[config.mk]
export PLATFORM = sky130hd
export DESIGN_NAME = tsn_timestamp_notifier
export DESIGN_NICKNAME = d
export VERILOG_FILES = /design/src/pkg/tsn_pkg.sv /design/src/verilog/tsn_timestamp_notifier.sv
export SDC_FILE = /design/constraint.sdc
export NUM_CORES = 1
export LEC_CHECK = 0
export BUFFER_PORTS_ARGS = -buffer_cell sky130_fd_sc_hd__buf_2
export CELL_PAD_IN_SITES_DETAIL_PLACEMENT = 0
export CELL_PAD_IN_SITES_GLOBAL_PLACEMENT = 1
export CORE_UTILIZATION = 39
export CTS_CLUSTER_SIZE = 30
export DETAILED_ROUTE_END_ITERATION = 6
export PLACE_DENSITY = 0.77
export SYNTH_ARGS = -nofsm -noshare
export SYNTH_HDL_FRONTEND = slang
export SYNTH_SLANG_ARGS = --single-unit
[constraint.sdc]
create_clock -name i_ref_clk -period 2.9 [get_ports i_ref_clk]
set_clock_uncertainty 0.05 [all_clocks]
set_input_delay 0.29 -clock i_ref_clk [delete_from_list [all_inputs] [get_ports i_ref_clk]]
set_output_delay 0.29 -clock i_ref_clk [all_outputs]
set_load 0.02 [all_outputs]
[src/pkg/tsn_pkg.sv]
/*
  shared constants and carriers of the timestamp and notice block.
  assumes a 20 MHz single clock and an APB register bus with byte addresses.
*/
package tsn_pkg;

  // clock and tick timing
  localparam int CLK_PERIOD_NS = 50;
  localparam int TICK_PERIOD_NS = 1000;
  localparam logic [4:0] TICK_DIV = 5'(TICK_PERIOD_NS / CLK_PERIOD_NS);
  localparam logic [31:0] TICKS_PER_SECOND = 32'h000f4240;

  // register byte offsets
  localparam logic [7:0] ADDR_CTRL = 8'h00;
  localparam logic [7:0] ADDR_HELD_LO = 8'h04;
  localparam logic [7:0] ADDR_HELD_HI = 8'h08;
  localparam logic [7:0] ADDR_TICKS = 8'h0c;
  localparam logic [7:0] ADDR_SELECT = 8'h10;
  localparam logic [7:0] ADDR_NOTIFY = 8'h14;
  localparam logic [7:0] ADDR_ENABLED = 8'h18;
  localparam logic [7:0] ADDR_PENDING = 8'h1c;

  // control register fields
  localparam int CTRL_CAPTURE_BIT = 0;
  localparam int CTRL_CLEAR_BIT = 1;
  localparam int CTRL_TRIG_FRAME_BIT = 2;

  // notice enable setting codes
  localparam logic [1:0] SET_OFF = 2'h0;
  localparam logic [1:0] SET_ON = 2'h1;
  localparam logic [1:0] SET_LEGACY = 2'h2;

  // notice type codes, also the bit index in enable and pending masks
  localparam int NT_FRAME_FINISH = 0;
  localparam int NT_FRAME_BEGIN = 1;
  localparam int NT_ACCEPTED_FRAME_TRIG = 2;
  localparam int NT_REFUSED_FRAME_TRIG = 3;
  localparam int NT_DROPPED_PICTURE = 4;
  localparam int NT_REFUSED_ROW_TRIG = 5;
  localparam int NT_INPUT_RISE_FIRST = 6;
  localparam int NT_CAPTURE_BEGIN = 12;
  localparam int NT_CAPTURE_FINISH = 13;
  localparam int NT_SPILL = 14;
  localparam int NUM_TYPES = 15;
  localparam int NUM_INPUTS = 3;

  // reset values
  localparam logic [63:0] COUNT_RESET = 64'h0;
  localparam logic [3:0] SELECT_RESET = 4'h0;

  // one outgoing notice message
  typedef struct packed {
    logic valid;
    logic legacy;
    logic [3:0] code;
    logic [63:0] stamp;
  } tsn_notice_t;

  // whole state of the block
  typedef struct packed {
    logic [63:0] cnt;
    logic [63:0] held;
    logic [4:0] div;
    logic [3:0] sel;
    logic trig_frame;
    logic [NUM_TYPES-1:0][1:0] setting;
    logic [NUM_TYPES-1:0] pend;
    logic [NUM_INPUTS-1:0] sync1;
    logic [NUM_INPUTS-1:0] sync2;
    logic [NUM_INPUTS-1:0] prev;
    logic [31:0] rdata;
    logic frame_go;
    logic row_go;
    tsn_notice_t msg;
  } tsn_state_t;

endpackage : tsn_pkg

[src/verilog/tsn_timestamp_notifier.sv]
/*
  64-bit timestamp counter with capture and clear, plus a notice unit
  that queues one message per notice type and hands them out by priority.
  assumes an APB master on i_ref_clk, same-clock event strobes and three
  asynchronous input pins.
*/
// Added by the designer: the address map and the APB slave port.
`timescale 1ns/1ns
module tsn_timestamp_notifier (
  input wire logic i_ref_clk,
  input wire logic i_reset,
  input wire logic i_psel,
  input wire logic i_penable,
  input wire logic i_pwrite,
  input wire logic [7:0] i_paddr,
  input wire logic [31:0] i_pwdata,
  output logic [31:0] o_prdata,
  output logic o_pready,
  output logic o_pslverr,
  input wire logic i_frame_begin,
  input wire logic i_frame_end,
  input wire logic i_frame_trig,
  input wire logic i_frame_trig_blocked,
  input wire logic i_row_trig,
  input wire logic i_row_trig_blocked,
  input wire logic i_picture_dropped,
  input wire logic i_capture_begin,
  input wire logic i_capture_finish,
  input wire logic [tsn_pkg::NUM_INPUTS-1:0] i_input_lines,
  output logic o_frame_trig_go,
  output logic o_row_trig_go,
  output tsn_pkg::tsn_notice_t o_notice,
  input wire logic i_notice_ready
);

  tsn_pkg::tsn_state_t q;
  tsn_pkg::tsn_state_t n;
  logic tick;
  logic wr_access;
  logic rd_setup;
  logic addr_ok;
  logic cap_cmd;
  logic clr_cmd;
  logic wr_notify;
  logic slot_free;
  logic spill;
  logic [3:0] grant_idx;
  logic [tsn_pkg::NUM_TYPES-1:0] ev;
  logic [tsn_pkg::NUM_TYPES-1:0] en;
  logic [31:0] rd_mux;

  // bus decode
  assign wr_access = i_psel & i_penable & i_pwrite;
  assign rd_setup = i_psel & ~i_penable;
  assign addr_ok = (i_paddr == tsn_pkg::ADDR_CTRL) || (i_paddr == tsn_pkg::ADDR_HELD_LO) ||
                   (i_paddr == tsn_pkg::ADDR_HELD_HI) || (i_paddr == tsn_pkg::ADDR_TICKS) ||
                   (i_paddr == tsn_pkg::ADDR_SELECT) || (i_paddr == tsn_pkg::ADDR_NOTIFY) ||
                   (i_paddr == tsn_pkg::ADDR_ENABLED) || (i_paddr == tsn_pkg::ADDR_PENDING);
  assign cap_cmd = wr_access && (i_paddr == tsn_pkg::ADDR_CTRL) &&
                   i_pwdata[tsn_pkg::CTRL_CAPTURE_BIT];
  assign clr_cmd = wr_access && (i_paddr == tsn_pkg::ADDR_CTRL) &&
                   i_pwdata[tsn_pkg::CTRL_CLEAR_BIT];
  assign wr_notify = wr_access && (i_paddr == tsn_pkg::ADDR_NOTIFY);

  // zero-wait slave, error on unmapped offset
  assign o_pready = i_psel & i_penable;
  assign o_pslverr = i_psel & i_penable & ~addr_ok;
  assign o_prdata = q.rdata;
  assign o_frame_trig_go = q.frame_go;
  assign o_row_trig_go = q.row_go;
  assign o_notice = q.msg;

  assign tick = (q.div == tsn_pkg::TICK_DIV - 5'h1);

  // raw event strobes
  assign ev[tsn_pkg::NT_FRAME_FINISH] = i_frame_end;
  assign ev[tsn_pkg::NT_FRAME_BEGIN] = i_frame_begin;
  assign ev[tsn_pkg::NT_ACCEPTED_FRAME_TRIG] = i_frame_trig & ~i_frame_trig_blocked;
  assign ev[tsn_pkg::NT_REFUSED_FRAME_TRIG] = i_frame_trig & i_frame_trig_blocked;
  assign ev[tsn_pkg::NT_DROPPED_PICTURE] = i_picture_dropped;
  assign ev[tsn_pkg::NT_REFUSED_ROW_TRIG] = i_row_trig & i_row_trig_blocked;
  assign ev[tsn_pkg::NT_CAPTURE_BEGIN] = i_capture_begin;
  assign ev[tsn_pkg::NT_CAPTURE_FINISH] = i_capture_finish;
  assign ev[tsn_pkg::NT_SPILL] = 1'b0; // raised only by overflow

  // per-input edge detect on synchronised pins
  for (genvar g = 0; g < tsn_pkg::NUM_INPUTS; g++) begin : g_line
    assign ev[tsn_pkg::NT_INPUT_RISE_FIRST + 2 * g] = q.sync2[g] & ~q.prev[g];
    assign ev[tsn_pkg::NT_INPUT_RISE_FIRST + 2 * g + 1] = ~q.sync2[g] & q.prev[g];
  end

  // enable mask from settings, lowest pending type wins the slot
  always_comb begin
    grant_idx = 4'h0;
    for (int k = 0; k < tsn_pkg::NUM_TYPES; k++) begin
      en[k] = (q.setting[k] != tsn_pkg::SET_OFF);
    end
    for (int k = tsn_pkg::NUM_TYPES - 1; k >= 0; k--) begin
      if (q.pend[k]) begin
        grant_idx = 4'(k);
      end
    end
  end

  assign slot_free = ~q.msg.valid | i_notice_ready;

  // read data for the register addressed in the setup cycle
  always_comb begin
    case (i_paddr)
      tsn_pkg::ADDR_CTRL: rd_mux = {29'h0, q.trig_frame, 2'h0};
      // held value read-only, 64 bits in two words
      tsn_pkg::ADDR_HELD_LO: rd_mux = q.held[31:0];
      tsn_pkg::ADDR_HELD_HI: rd_mux = q.held[63:32];
      tsn_pkg::ADDR_TICKS: rd_mux = tsn_pkg::TICKS_PER_SECOND;
      tsn_pkg::ADDR_SELECT: rd_mux = {28'h0, q.sel};
      tsn_pkg::ADDR_NOTIFY: begin
        rd_mux = (q.sel < 4'(tsn_pkg::NUM_TYPES)) ? {30'h0, q.setting[q.sel]} : 32'h0;
      end
      tsn_pkg::ADDR_ENABLED: rd_mux = {17'h0, en};
      tsn_pkg::ADDR_PENDING: rd_mux = {17'h0, q.pend};
      default: rd_mux = 32'h0;
    endcase
  end

  // next state
  always_comb begin
    n = q;
    spill = 1'b0;
    // clear restarts the divider so zero lasts a whole tick
    n.div = (tick || clr_cmd) ? 5'h0 : q.div + 5'h1;
    if (clr_cmd) begin
      n.cnt = tsn_pkg::COUNT_RESET;
    end else if (tick) begin
      n.cnt = q.cnt + 64'h1;
    end
    if (cap_cmd) begin
      n.held = q.cnt;
    end else if (q.trig_frame && i_frame_begin) begin
      n.held = q.cnt;
    end
    if (wr_access && (i_paddr == tsn_pkg::ADDR_CTRL)) begin
      n.trig_frame = i_pwdata[tsn_pkg::CTRL_TRIG_FRAME_BIT];
    end
    if (wr_access && (i_paddr == tsn_pkg::ADDR_SELECT)) begin
      n.sel = i_pwdata[3:0];
    end
    // enable applies to selected type only
    if (wr_notify && (q.sel < 4'(tsn_pkg::NUM_TYPES))) begin
      n.setting[q.sel] = (i_pwdata[1:0] == 2'h3) ? tsn_pkg::SET_OFF : i_pwdata[1:0];
    end
    if (rd_setup) begin
      n.rdata = rd_mux;
    end
    // pin synchronisers
    n.sync1 = i_input_lines;
    n.sync2 = q.sync1;
    n.prev = q.sync2;
    n.frame_go = i_frame_trig & ~i_frame_trig_blocked;
    n.row_go = i_row_trig & ~i_row_trig_blocked;
    // hand the next message out
    if (slot_free) begin
      n.msg.valid = |q.pend;
      if (|q.pend) begin
        n.msg.legacy = (q.setting[grant_idx] == tsn_pkg::SET_LEGACY);
        n.msg.code = grant_idx;
        n.msg.stamp = q.cnt;
        n.pend[grant_idx] = 1'b0;
      end
    end
    for (int k = 0; k < tsn_pkg::NUM_TYPES; k++) begin
      if (ev[k] && en[k]) begin
        if (n.pend[k]) begin
          spill = 1'b1;
        end
        n.pend[k] = 1'b1;
      end
    end
    // overflow turns all off and queues spill
    if (spill) begin
      n.setting = '0;
      n.pend[tsn_pkg::NT_SPILL] = 1'b1;
    end
  end

  // state register
  always_ff @(posedge i_ref_clk) begin
    if (i_reset) begin
      q <= '0;
      q.cnt <= tsn_pkg::COUNT_RESET;
      q.held <= tsn_pkg::COUNT_RESET;
      q.sel <= tsn_pkg::SELECT_RESET;
    end else begin
      q <= n;
    end
  end
endmodule : tsn_timestamp_notifier

==> run summary, run 1 <==
CTS
----------------------------------------------------------------------------------------
Worst skew pair latency                                                          0.52 ns
Maximum level of the CTS H-tree                                                        2
Clock buffer count from CTS                                                           34
Buffer type at the clock tree root                                          sky130_fd_sc_hd__clkbuf_16
Clk buf depth                                                                          3
TritonCTS sink count                                                                 296
Clock slew at the register clock pins of the worst setup and hold paths          0.06 ns
TritonCTS clock tree                                                                done

POWER AND IR DROP
----------------------------------------------------------------------------------------
Max VDD drop                                                                    0.332 mV
Cell leakage power                                                               5.68 nW
Power per standard cell area                                                 551 mW/mm^2

LOGIC SYNTHESIS
----------------------------------------------------------------------------------------
Number of instances in the synthesized netlist                                      1674
Sequential element share of the synthesized area                                   0.430
Number of distinct standard cells referenced by the synthesized netlist               66
Fraction of registers with async set or reset after synthesis                          0
Post-synth top area share                                                          0.430
Synth Register Bits                                                                  296
Biggest area contributors in the synthesized netlist                        sky130_fd_sc_hd__dfxtp_1 (43%), sky130_fd_sc_hd__nand2_1 (8.3%), sky130_fd_sc_hd__a21oi_1 (7.0%)
Number of enable flip-flop cells after synthesis                                       0
Cell area after synthesis                                                   0.0138 sq mm
Post-synth net total                                                                1734
Cell accounting for the most synthesized area                               sky130_fd_sc_hd__dfxtp_1
Total number of yosys warnings                                                         0
Average instance area after synthesis                                         8.23 sq um
Top FF cell, synth                                                          sky130_fd_sc_hd__dfxtp_1

TIMING
----------------------------------------------------------------------------------------
Final critical-path required period                                              2.75 ns
Final setup violation count                                                            0
Hold violation count in the final report                                               0
Worst setup slack after layout                                                  0.150 ns
Portion of the clock cycle consumed by the worst path in the final layout          0.948
Max Clk Rate                                                                     364 MHz
Max_slew headroom                                                                  0.494
Worst slew pin tran                                                             0.759 ns
Final Slew Violations                                                                  0

DRT
----------------------------------------------------------------------------------------
Routed length per instance                                                  18.1 microns
Drt first-iter violations                                                            975
ANT nets after route                                                                   0
Total wirelength of the detailed-routed design                                   39.8 mm
First-pass iteration count of the detailed router                                      7
Vias/cell                                                                           5.34
Routed via count                                                                   11800
Number of remaining DRC errors                                                         1

SETUP PATH
----------------------------------------------------------------------------------------
Crit start category                                                                 flop
Required time at the worst-slack endpoint                                        3.27 ns
Critical Path End Type                                                              flop
Highest net fanout along the worst path                                               18
Classification of the worst setup path                                        reg -> reg
Critical path arrival                                                            3.12 ns

FLOORPLAN
----------------------------------------------------------------------------------------
Horizontal extent of the die                                                 190 microns
Floorplan die area                                                          0.0361 sq mm
Effective utilization at floorplan                                                 0.398
DIE HEIGHT                                                                   190 microns
Number of placed I/O pins                                                            164
Floorplan row count                                                                   68
Std-Cell Core Area                                                          0.0346 sq mm

HOLD PATH
----------------------------------------------------------------------------------------
Class of the tightest hold or removal check                                    in -> reg

GRT
----------------------------------------------------------------------------------------
Global router's overall resource usage                                             0.222
Pin count of the biggest net entering global routing                                 153
Wire length of the first global-routing pass                                     63.0 mm
Vias in the first global route                                                     11200
Remaining Overflow, GRT                                                                0
Number of antenna violations at the first check in global routing                      2

STATUS
----------------------------------------------------------------------------------------
Violated checks                                                                      DRC
Status                                                                      finished, violations left

CELLS AND AREA
----------------------------------------------------------------------------------------
Post-synthesis to final-layout area growth                                         15.3%
Number of standard cells in the layout, taps in and fillers out                     2205
Fraction of layout instances using a drive strength above 1                        0.201
Most common library cell in the layout ignoring fill and taps               sky130_fd_sc_hd__nand2_1
Number of nets at the end of the flow                                               1783
Most used cells in the layout excluding fill and tap cells                  sky130_fd_sc_hd__nand2_1 (305), sky130_fd_sc_hd__dfxtp_1 (296), sky130_fd_sc_hd__a21oi_1 (193)

PLACE
----------------------------------------------------------------------------------------
Half-perimeter wire length after placement                                       29.1 mm
Final Wtd Congestion                                                               0.890
IO Port Bufs                                                                         135
Instance count after placement with tap cells included                              2136
Pre-CTS worst setup slack                                                      0.0904 ns

FLOW RUN
----------------------------------------------------------------------------------------
Number of maximum-capacitance constraint violations                                    0

==> cell usage after synthesis, types with 31 or more instances <==
library cell,number
sky130_fd_sc_hd__nand2_1,306
sky130_fd_sc_hd__dfxtp_1,296
sky130_fd_sc_hd__a21oi_1,193
sky130_fd_sc_hd__nor2_1,160
sky130_fd_sc_hd__buf_4,103
sky130_fd_sc_hd__clkbuf_1,79
sky130_fd_sc_hd__mux2i_1,45
sky130_fd_sc_hd__o21ai_0,41
sky130_fd_sc_hd__nor3_1,35
sky130_fd_sc_hd__nor4_2,33
sky130_fd_sc_hd__xnor2_1,33
sky130_fd_sc_hd__nand3_1,31
==> stage by stage <==
stage	total power, W	util	hold slack, ns	TNS, ns	instance area (sq um)
3_5_place_dp	0.00443	0.422	0.390	0	14600
3_3_place_gp	0.00443	0.422	0.384	0	14600
2_1_floorplan	0.00434	-	0.316	0	13800
4_1_cts	0.00886	0.457	0.0130	0	15800
5_1_grt	0.00904	0.459	0.00856	-0.00726	15900
6_report	0.00875	0.459	0.0127	0	15900
==> worst max-delay path, stage by stage, from the launching register on <==
cell and delay (ns):
sky130_fd_sc_hd__dfxtp_1 0.31, sky130_fd_sc_hd__buf_4 0.15, sky130_fd_sc_hd__nor2b_1 0.15, sky130_fd_sc_hd__o31a_1 0.30, sky130_fd_sc_hd__nor3_1 0.49, sky130_fd_sc_hd__nor2_1 0.13
sky130_fd_sc_hd__o21a_1 0.21, sky130_fd_sc_hd__a221o_2 0.43, sky130_fd_sc_hd__buf_12 0.19, sky130_fd_sc_hd__nor4_2 0.26
==> layout make-up <==
type | count | area, sq um
fill | 3460 | 18700
multi-input combinational | 1142 | 6640
inverter | 27 | 101
clock inverter | 14 | 176
antenna | 1 | 2.50
sequential | 296 | 5930
tap | 455 | 569
clock buffer | 48 | 995
timing repair buffer | 222 | 1480
==> where the power goes <==
part           leakage (nW)  switching, W  total, W  internal [W]
Combinational          2.72      0.000171  0.000247     0.0000761
Sequential             2.39     0.0000155   0.00410       0.00409
Clock                 0.573       0.00172   0.00440       0.00268
Total                  5.68       0.00191   0.00875       0.00684
==> metal layers <==
layer / up-vias / wire length [microns] / global-route usage
met4: 2 / 1280 / 0.0810
met2: 330 / 17100 / 0.331
li1: 5773 / - / -
met3: 71 / 2190 / 0.0343
met1: 5602 / 19200 / 0.320
met5: - / 8 / 0
==> path summary, 6_finish.rpt <==
kind | startpoint | endpoint | slack [ns] | cells after the start
setup / recovery | q[120] | q[145] | 0.15 | 9
hold / removal | i_input_lines[1] | n[108] | 0.01 | 2
setup reg to reg | q[120] | q[145] | 0.15 | 9
hold reg to reg | n[107] | n[104] | 0.39 | 1
==> timing repair <==
action | in CTS | in global routing
hold endpoints to repair | 5 | 0
hold buffers | 5 | 0
setup endpoints to repair | 0 | 40
gates resized for setup | 0 | 8
setup buffers | 0 | 1
==> registers in the layout (all words and copies together) (netlist names) <==
name and count:
n 6, o_frame_trig_go 1, o_notice 70, o_prdata 32, o_row_trig_go 1, q 186
==> cells by family after synthesis <==
family	synth area share
AO/OA/AOI/OAI	0.140
XOR/XNOR	0.0343
adder cells (fa/ha/maj)	0.00182
buffers and inverters	0.0953
flip-flops	0.430
multiplexers	0.0474
AND/OR/NAND/NOR	0.251
No activity file was read; power rests on OpenSTA's default activity.
==> inputs of run 2 (changes only) <==
--- a/config.mk
+++ b/config.mk
@@ -5,13 +5,13 @@
 export SDC_FILE = /design/constraint.sdc
 export NUM_CORES = 1
 export LEC_CHECK = 0
-export BUFFER_PORTS_ARGS = -buffer_cell sky130_fd_sc_hd__buf_2
 export CELL_PAD_IN_SITES_DETAIL_PLACEMENT = 0
 export CELL_PAD_IN_SITES_GLOBAL_PLACEMENT = 1
 export CORE_UTILIZATION = 39
 export CTS_CLUSTER_SIZE = 30
 export DETAILED_ROUTE_END_ITERATION = 6
-export PLACE_DENSITY = 0.77
+export DONT_BUFFER_PORTS = 1
+export PLACE_DENSITY = 0.72
 export SYNTH_ARGS = -nofsm -noshare
 export SYNTH_HDL_FRONTEND = slang
 export SYNTH_SLANG_ARGS = --single-unit
==> run 2 against run 1 <==
  * The run now ends clean
  * First-iteration DRC count down 16%
  * Global-route usage up 0.64 points
  * Worst hold slack worse by 0.0066 ns
  * Via count down 0.36%
==> run summary, run 2 (same netlist as run 1, synthesis figures left out) <==
STATUS
----------------------------------------------------------------------------------------
Status                                                                      finished, final reports clean

CELLS AND AREA
----------------------------------------------------------------------------------------
Fraction of layout instances using a drive strength above 1                        0.115   -0.0854
Number of nets at the end of the flow                                               1727   -3.1%
Most common library cell in the layout ignoring fill and taps               sky130_fd_sc_hd__nand2_1
Final instance area                                                         0.0159 sq mm   +0.29%
Register with the most flip-flops                                                      q
Fill cell total of the finished layout                                              3438   -0.64%
Area occupied by multi-input gates                                          0.00661 sq mm   -0.38%
ANT cells                                                                              0   -1
Most used cells in the layout excluding fill and tap cells                  sky130_fd_sc_hd__nand2_1 (305), sky130_fd_sc_hd__dfxtp_1 (296), sky130_fd_sc_hd__a21oi_1 (193)
Post-synthesis to final-layout area growth                                         15.6%
Number of flip-flops under the largest register name                                 186   unchanged
Area of all sequential standard cells                                       0.00593 sq mm   unchanged

TIMING
----------------------------------------------------------------------------------------
Worst slew pin tran                                                             0.760 ns   +0.000705 ns
Hold violation count in the final report                                               0   unchanged
RSZ-0062 raised after global routing                                               false
Max_slew headroom                                                                  0.493   about the same
Final setup violation count                                                            0   unchanged
Final critical-path required period                                              2.81 ns   +0.0592 ns
Setup_tns                                                                           0 ns   unchanged
Portion of the clock cycle consumed by the worst path in the final layout          0.969   +0.0204
Max Clk Rate                                                                     356 MHz   -2.1%
Final Slew Violations                                                                  0   unchanged

DRT
----------------------------------------------------------------------------------------
Routed length per instance                                                  19.2 microns   +6.6%
First-pass iteration count of the detailed router                                      5   -2
Detailed-routing wirelength on met1                                              18.9 mm   -1.8%
Vias/cell                                                                           5.47   +2.3%
Routed via count                                                                   11700   -0.36%
Drt first-iter violations                                                            822   -16%
ANT nets after route                                                                   0   unchanged
Met3 routed wirelength                                                           2.79 mm   +28%
Max layer used                                                                      met5
Total wirelength of the detailed-routed design                                   41.3 mm   +3.8%
Met2 routed wirelength                                                           18.7 mm   +9.0%
Number of remaining DRC errors                                                         0   -1

FLOW RUN
----------------------------------------------------------------------------------------
Number of maximum-capacitance constraint violations                                    0   unchanged

GRT
----------------------------------------------------------------------------------------
Wire length of the first global-routing pass                                     64.4 mm   +2.2%
Remaining Overflow, GRT                                                                0   unchanged
Number of antenna violations at the first check in global routing                      1   -1
Global router's overall resource usage                                             0.228   +0.00636
Pin count of the biggest net entering global routing                                 118   -23%
Vias in the first global route                                                     11200   -0.34%

PLACE
----------------------------------------------------------------------------------------
IO Port Bufs                                                                           0   -100%
Final Wtd Congestion                                                               0.874   -1.8%
Placed cell area                                                            0.0137 sq mm   -5.9%
Half-perimeter wire length after placement                                       28.5 mm   -2.2%

SETUP PATH
----------------------------------------------------------------------------------------
Required time at the worst-slack endpoint                                        3.26 ns   about the same
Critical path arrival                                                            3.17 ns   +0.05 ns
Crit start category                                                                 flop
Classification of the worst setup path                                        reg -> reg
Highest net fanout along the worst path                                               30   +12
Critical Path End Type                                                              flop

FLOORPLAN
----------------------------------------------------------------------------------------
Floorplan die area                                                          0.0361 sq mm   unchanged
DIE HEIGHT                                                                   190 microns   unchanged
Floorplan row count                                                                   68   unchanged
Effective utilization at floorplan                                                 0.398   unchanged
Horizontal extent of the die                                                 190 microns   unchanged
Number of placed I/O pins                                                            164   unchanged
Std-Cell Core Area                                                          0.0346 sq mm   unchanged

CTS
----------------------------------------------------------------------------------------
Clk buf depth                                                                          3   unchanged
TritonCTS sink count                                                                 296   unchanged
Clock buffer count from CTS                                                           34   unchanged
Buffer type at the clock tree root                                          sky130_fd_sc_hd__clkbuf_16
Worst skew pair latency                                                          0.51 ns   about the same
Clock slew at the register clock pins of the worst setup and hold paths          0.06 ns   about the same
TritonCTS clock tree                                                                done
Maximum level of the CTS H-tree                                                        2   unchanged

POWER AND IR DROP
----------------------------------------------------------------------------------------
Switching Power                                                                0.00184 W   -3.7%
Comb power frac                                                                    0.018   -0.010
Power per standard cell area                                                 540 mW/mm^2   -2.1%
Sw Share                                                                           0.214   -0.00425
Max VDD drop                                                                    0.329 mV   -0.90%
Cell leakage power                                                               5.54 nW   -2.5%
Int Power                                                                      0.00676 W   -1.2%
Reg power frac                                                                     0.480   +0.011
Relative contribution of the clock network to total power                          0.503   about the same
Total power after layout                                                       0.00860 W   -1.8%

HOLD PATH
----------------------------------------------------------------------------------------
Class of the tightest hold or removal check                                    in -> reg

## run 2: worst paths after layout
path / start / end / slack, ns / cells after the start
setup reg to reg: q[123] / q[144] / 0.09 / 8
hold reg to reg: q[231] / q[231] / 0.40 / 2
setup / recovery: q[123] / q[144] / 0.09 / 8
hold / removal: i_frame_trig / q[116] / 0.006 / 2
## run 2: cell type report
type | instances | area share
clock buffers | 51 | 0.0644
clock inverters | 10 | 0.00652
inverters | 27 | 0.00636
multi-input cells | 1142 | 0.415
flip-flops and latches | 296 | 0.372
well taps | 455 | 0.0357
repair buffers | 166 | 0.0999
## run 2: what timing repair did
item / in CTS / in global routing
setup endpoints to repair: 0 / 59
resized for setup: 0 / 3
endpoints found under the hold margin: 215 / 0
buffers inserted: 0 / 2
hold buffers: 101 / 0
## run 2: worst max-delay path: stages (launching register included)
cell and delay, ns:
sky130_fd_sc_hd__dfxtp_1 0.31, sky130_fd_sc_hd__or4_1 0.54, sky130_fd_sc_hd__o221a_4 0.30, sky130_fd_sc_hd__o21a_4 0.23, sky130_fd_sc_hd__o311ai_2 0.30, sky130_fd_sc_hd__o221ai_2 0.16
sky130_fd_sc_hd__a221o_1 0.34, sky130_fd_sc_hd__buf_12 0.21, sky130_fd_sc_hd__nor4_2 0.28
## run 2: per-layer routing
metal | vias up | global-route usage
met5 | - | 0
met3 | 65 | 0.0452
li1 | 5652 | -
met2 | 318 | 0.356
met4 | 2 | 0.0639
met1 | 5699 | 0.317
## run 2: power by group through the flow
stage          clock, W  combinational, W  sequential [W]
2_1_floorplan         0          0.000153         0.00419
3_5_place_dp          0          0.000105         0.00421
6_report        0.00432          0.000151         0.00412
5_1_grt         0.00457          0.000164         0.00412
3_3_place_gp          0          0.000103         0.00421
4_1_cts         0.00442          0.000151         0.00412
## run 2: stage by stage
step / instances / hold WS, ns / util / setup slack, ns
2_1_floorplan: 1674 / 0.316 / - / 0.306
3_3_place_gp: 1983 / 0.318 / 0.397 / 0.206
3_5_place_dp: 1983 / 0.318 / 0.397 / 0.118
4_1_cts: 2145 / 0.0108 / 0.459 / 0.0959
5_1_grt: 2147 / 0.0158 / 0.460 / 0.0108
6_report: 2147 / 0.00605 / 0.460 / 0.0905
==> inputs of run 3 (changes only) <==
==> constraint.sdc (replaced) <==
create_clock -name i_ref_clk -period 3.4 [get_ports i_ref_clk]
set_clock_uncertainty 0.05 [all_clocks]
set_input_delay 0.34 -clock i_ref_clk [delete_from_list [all_inputs] [get_ports i_ref_clk]]
set_output_delay 0.34 -clock i_ref_clk [all_outputs]
set_load 0.02 [all_outputs]
==> run 3 against run 2 <==
  * First-iteration DRC count increased by 17%
  * Clock-buffer cell count shrank 6
  * Power fell by 15%
  * Fmax down 17%
  * Die area unchanged
  * Register-to-register slack got worse by 0.06 ns
  * Core utilization down 1.7 points
  * Sequential power down 15%
  * Combinational power decreased by 6%
  * Critical endpoint is now q[148]
  * Largest cell class unchanged
==> run summary, run 3 (same netlist as run 1, synthesis figures left out) <==
STATUS
----------------------------------------------------------------------------------------
Status                                                                      finished, final reports clean

DRT
----------------------------------------------------------------------------------------
Routed length per instance                                                  19.6 microns   +1.8%
Vias/cell                                                                           5.51   +0.80%
Routed via count                                                                   11400   -2.6%
Drt first-iter violations                                                            965   +17%
Number of remaining DRC errors                                                         0   unchanged
ANT nets after route                                                                   0   unchanged
Total wirelength of the detailed-routed design                                   40.7 mm   -1.6%
First-pass iteration count of the detailed router                                      5   unchanged

TIMING
----------------------------------------------------------------------------------------
Worst hold slack                                                               0.0163 ns   +0.0102 ns
Final critical-path required period                                              3.37 ns   +0.556 ns
Portion of the clock cycle consumed by the worst path in the final layout          0.990   +0.0209
Final Slew Violations                                                                  0   unchanged
Max Clk Rate                                                                     297 MHz   -17%
Hold violation count in the final report                                               0   unchanged
Max_slew headroom                                                                  0.156   -0.338
Setup_tns                                                                           0 ns   unchanged
Final setup violation count                                                            0   unchanged
RSZ-0062 raised after global routing                                               false
Worst slew pin tran                                                              1.26 ns   +0.504 ns

PLACE
----------------------------------------------------------------------------------------
Half-perimeter wire length after placement                                       27.8 mm   -2.3%
Final Wtd Congestion                                                               0.872   -0.23%
IO Port Bufs                                                                           0   unchanged

SETUP PATH
----------------------------------------------------------------------------------------
Classification of the worst setup path                                        reg -> reg
Critical Path End Type                                                              flop
Reg-to-reg startpoint                                                             q[123]
Terminus of the critical flop-to-flop path                                        q[148]
Worst reg-to-reg setup slack                                                     0.03 ns   -0.06 ns
Highest net fanout along the worst path                                               31   +3.3%
Crit start category                                                                 flop
Critical path arrival                                                            3.83 ns   +0.66 ns
R2R depth                                                                              9   +1
Required time at the worst-slack endpoint                                        3.87 ns   +0.61 ns

POWER AND IR DROP
----------------------------------------------------------------------------------------
Sw Share                                                                           0.215   +0.00158
Switching Power                                                                0.00157 W   -14%
Comb power frac                                                                    0.019   about the same
Int Power                                                                      0.00574 W   -15%
Cell leakage power                                                               5.09 nW   -8.1%
Relative contribution of the clock network to total power                          0.500   -0.003
Reg power frac                                                                     0.481   about the same
Power per standard cell area                                                 476 mW/mm^2   -12%
Max VDD drop                                                                    0.392 mV   +19%

CELLS AND AREA
----------------------------------------------------------------------------------------
Number of flip-flops under the largest register name                                 186   unchanged
Most used cells in the layout excluding fill and tap cells                  sky130_fd_sc_hd__nand2_1 (305), sky130_fd_sc_hd__dfxtp_1 (289), sky130_fd_sc_hd__a21oi_1 (193)
Most common library cell in the layout ignoring fill and taps               sky130_fd_sc_hd__nand2_1
Register with the most flip-flops                                                      q
ANT cells                                                                              0   unchanged
Fraction of layout instances using a drive strength above 1                        0.106   -0.00901
Fill cell total of the finished layout                                              3410   -0.81%
Post-synthesis to final-layout area growth                                         11.4%
Number of nets at the end of the flow                                               1655   -4.2%

CTS
----------------------------------------------------------------------------------------
Maximum level of the CTS H-tree                                                        1   -1
Worst skew pair latency                                                          0.57 ns   +0.06 ns
TritonCTS sink count                                                                 296   unchanged
Clk buf depth                                                                          3   unchanged
Buffer type at the clock tree root                                          sky130_fd_sc_hd__clkbuf_16
Clock buffer count from CTS                                                           31   -8.8%
Clock slew at the register clock pins of the worst setup and hold paths          0.06 ns   about the same
TritonCTS clock tree                                                                done
# Post-CTS Setup Buffers                                                               0   unchanged

GRT
----------------------------------------------------------------------------------------
Remaining Overflow, GRT                                                                0   unchanged
Vias in the first global route                                                     10900   -3.2%
Wire length of the first global-routing pass                                     63.6 mm   -1.3%
Pin count of the biggest net entering global routing                                 161   +36%
Global router's overall resource usage                                             0.224   -0.00451
Number of antenna violations at the first check in global routing                      0   -1

HOLD PATH
----------------------------------------------------------------------------------------
Class of the tightest hold or removal check                                    in -> reg
Startpoint of the worst hold path                                           i_capture_begin
Worst Hold Depth                                                                       2   unchanged
WHS Endpoint                                                                      q[125]

FLOORPLAN
----------------------------------------------------------------------------------------
Horizontal extent of the die                                                 190 microns   unchanged
Number of placed I/O pins                                                            164   unchanged
Floorplan row count                                                                   68   unchanged
DIE HEIGHT                                                                   190 microns   unchanged
Std-Cell Core Area                                                          0.0346 sq mm   unchanged
Floorplan die area                                                          0.0361 sq mm   unchanged
Effective utilization at floorplan                                                 0.398   unchanged

FLOW RUN
----------------------------------------------------------------------------------------
Number of maximum-capacitance constraint violations                                    0   unchanged

-- run 3: cell count changes in the layout (fill, tap and decap cells not counted), moves of 4 or more --
cell                            previous run  this run
sky130_fd_sc_hd__dfxtp_1                 296       289
sky130_fd_sc_hd__clkbuf_16                35        31
sky130_fd_sc_hd__clkbuf_1                  7         3
sky130_fd_sc_hd__dlygate4sd3_1           100        62
sky130_fd_sc_hd__dfxtp_2                   0         7
sky130_fd_sc_hd__buf_4                    59        27
-- run 3: layout make-up --
class,instances,area [sq um],area share
Multi-Input combinational cell,1142,6650,0.433
Sequential cell,296,5930,0.386
Timing Repair Buffer,97,991,0.0645
Clock buffer,45,938,0.0611
Tap cell,455,569,0.0371
Clock inverter,12,171,0.0112
Inverter,27,101,0.00660
-- run 3: worst max-delay path, stage by stage, from the launching register on --
cell                            delay, ns
sky130_fd_sc_hd__dfxtp_2             0.36
sky130_fd_sc_hd__or4_1               0.55
sky130_fd_sc_hd__o221a_4             0.29
sky130_fd_sc_hd__o21a_4              0.23
sky130_fd_sc_hd__o311ai_4            0.25
sky130_fd_sc_hd__o221ai_1            0.17
sky130_fd_sc_hd__a221o_1             0.32
sky130_fd_sc_hd__buf_12              0.19
sky130_fd_sc_hd__nor4_2              0.29
sky130_fd_sc_hd__dlygate4sd3_1       0.60
-- run 3: timing repair --
item	CTS	global route
endpoints found under the setup margin	0	11
hold buffers	63	1
gates resized for setup	0	15
endpoints found under the hold margin	216	1
-- run 3: worst max-delay path by stage --
| stage | from | to | slack (ns) |
|---|---|---|---|
| after global placement | q[120] | q[127] | 0.50 |
| after CTS | q[119] | q[144] | 0.03 |
| final | q[123] | q[148] | 0.03 |
| after detailed placement | q[119] | q[127] | 0.51 |
| after global routing | q[119] | q[144] | 0.002 |
| after floorplan | q[163] | q[268] | 0.81 |
-- run 3: power by group through the flow --
stage          Combinational (W)  Clock [W]  Sequential (W)
6_report                0.000142    0.00366         0.00352
5_1_grt                 0.000155    0.00388         0.00351
4_1_cts                 0.000141    0.00374         0.00351
3_5_place_dp           0.0000903          0         0.00359
3_3_place_gp           0.0000894          0         0.00359
2_1_floorplan           0.000131          0         0.00357
-- run 3: metrics by stage --
stage | total power (W) | setup WS, ns | util | cell area, sq um | std cells
detailed placement | 0.00368 | 0.513 | 0.391 | 13500 | 1954
floorplan | 0.00370 | 0.806 | - | 13800 | 1674
finish | 0.00731 | 0.0350 | 0.444 | 15400 | 2074
global route | 0.00755 | 0.00220 | 0.444 | 15400 | 2074
global placement | 0.00368 | 0.505 | 0.391 | 13500 | 1954
CTS | 0.00740 | 0.0327 | 0.442 | 15300 | 2074
-- run 3: metal layers --
layer	wire length, microns	up-vias	global-route usage
met5	0	-	0
met4	917	0	0.0599
met3	3310	48	0.0480
met2	17800	318	0.344
met1	18600	5552	0.314
li1	-	5510	-
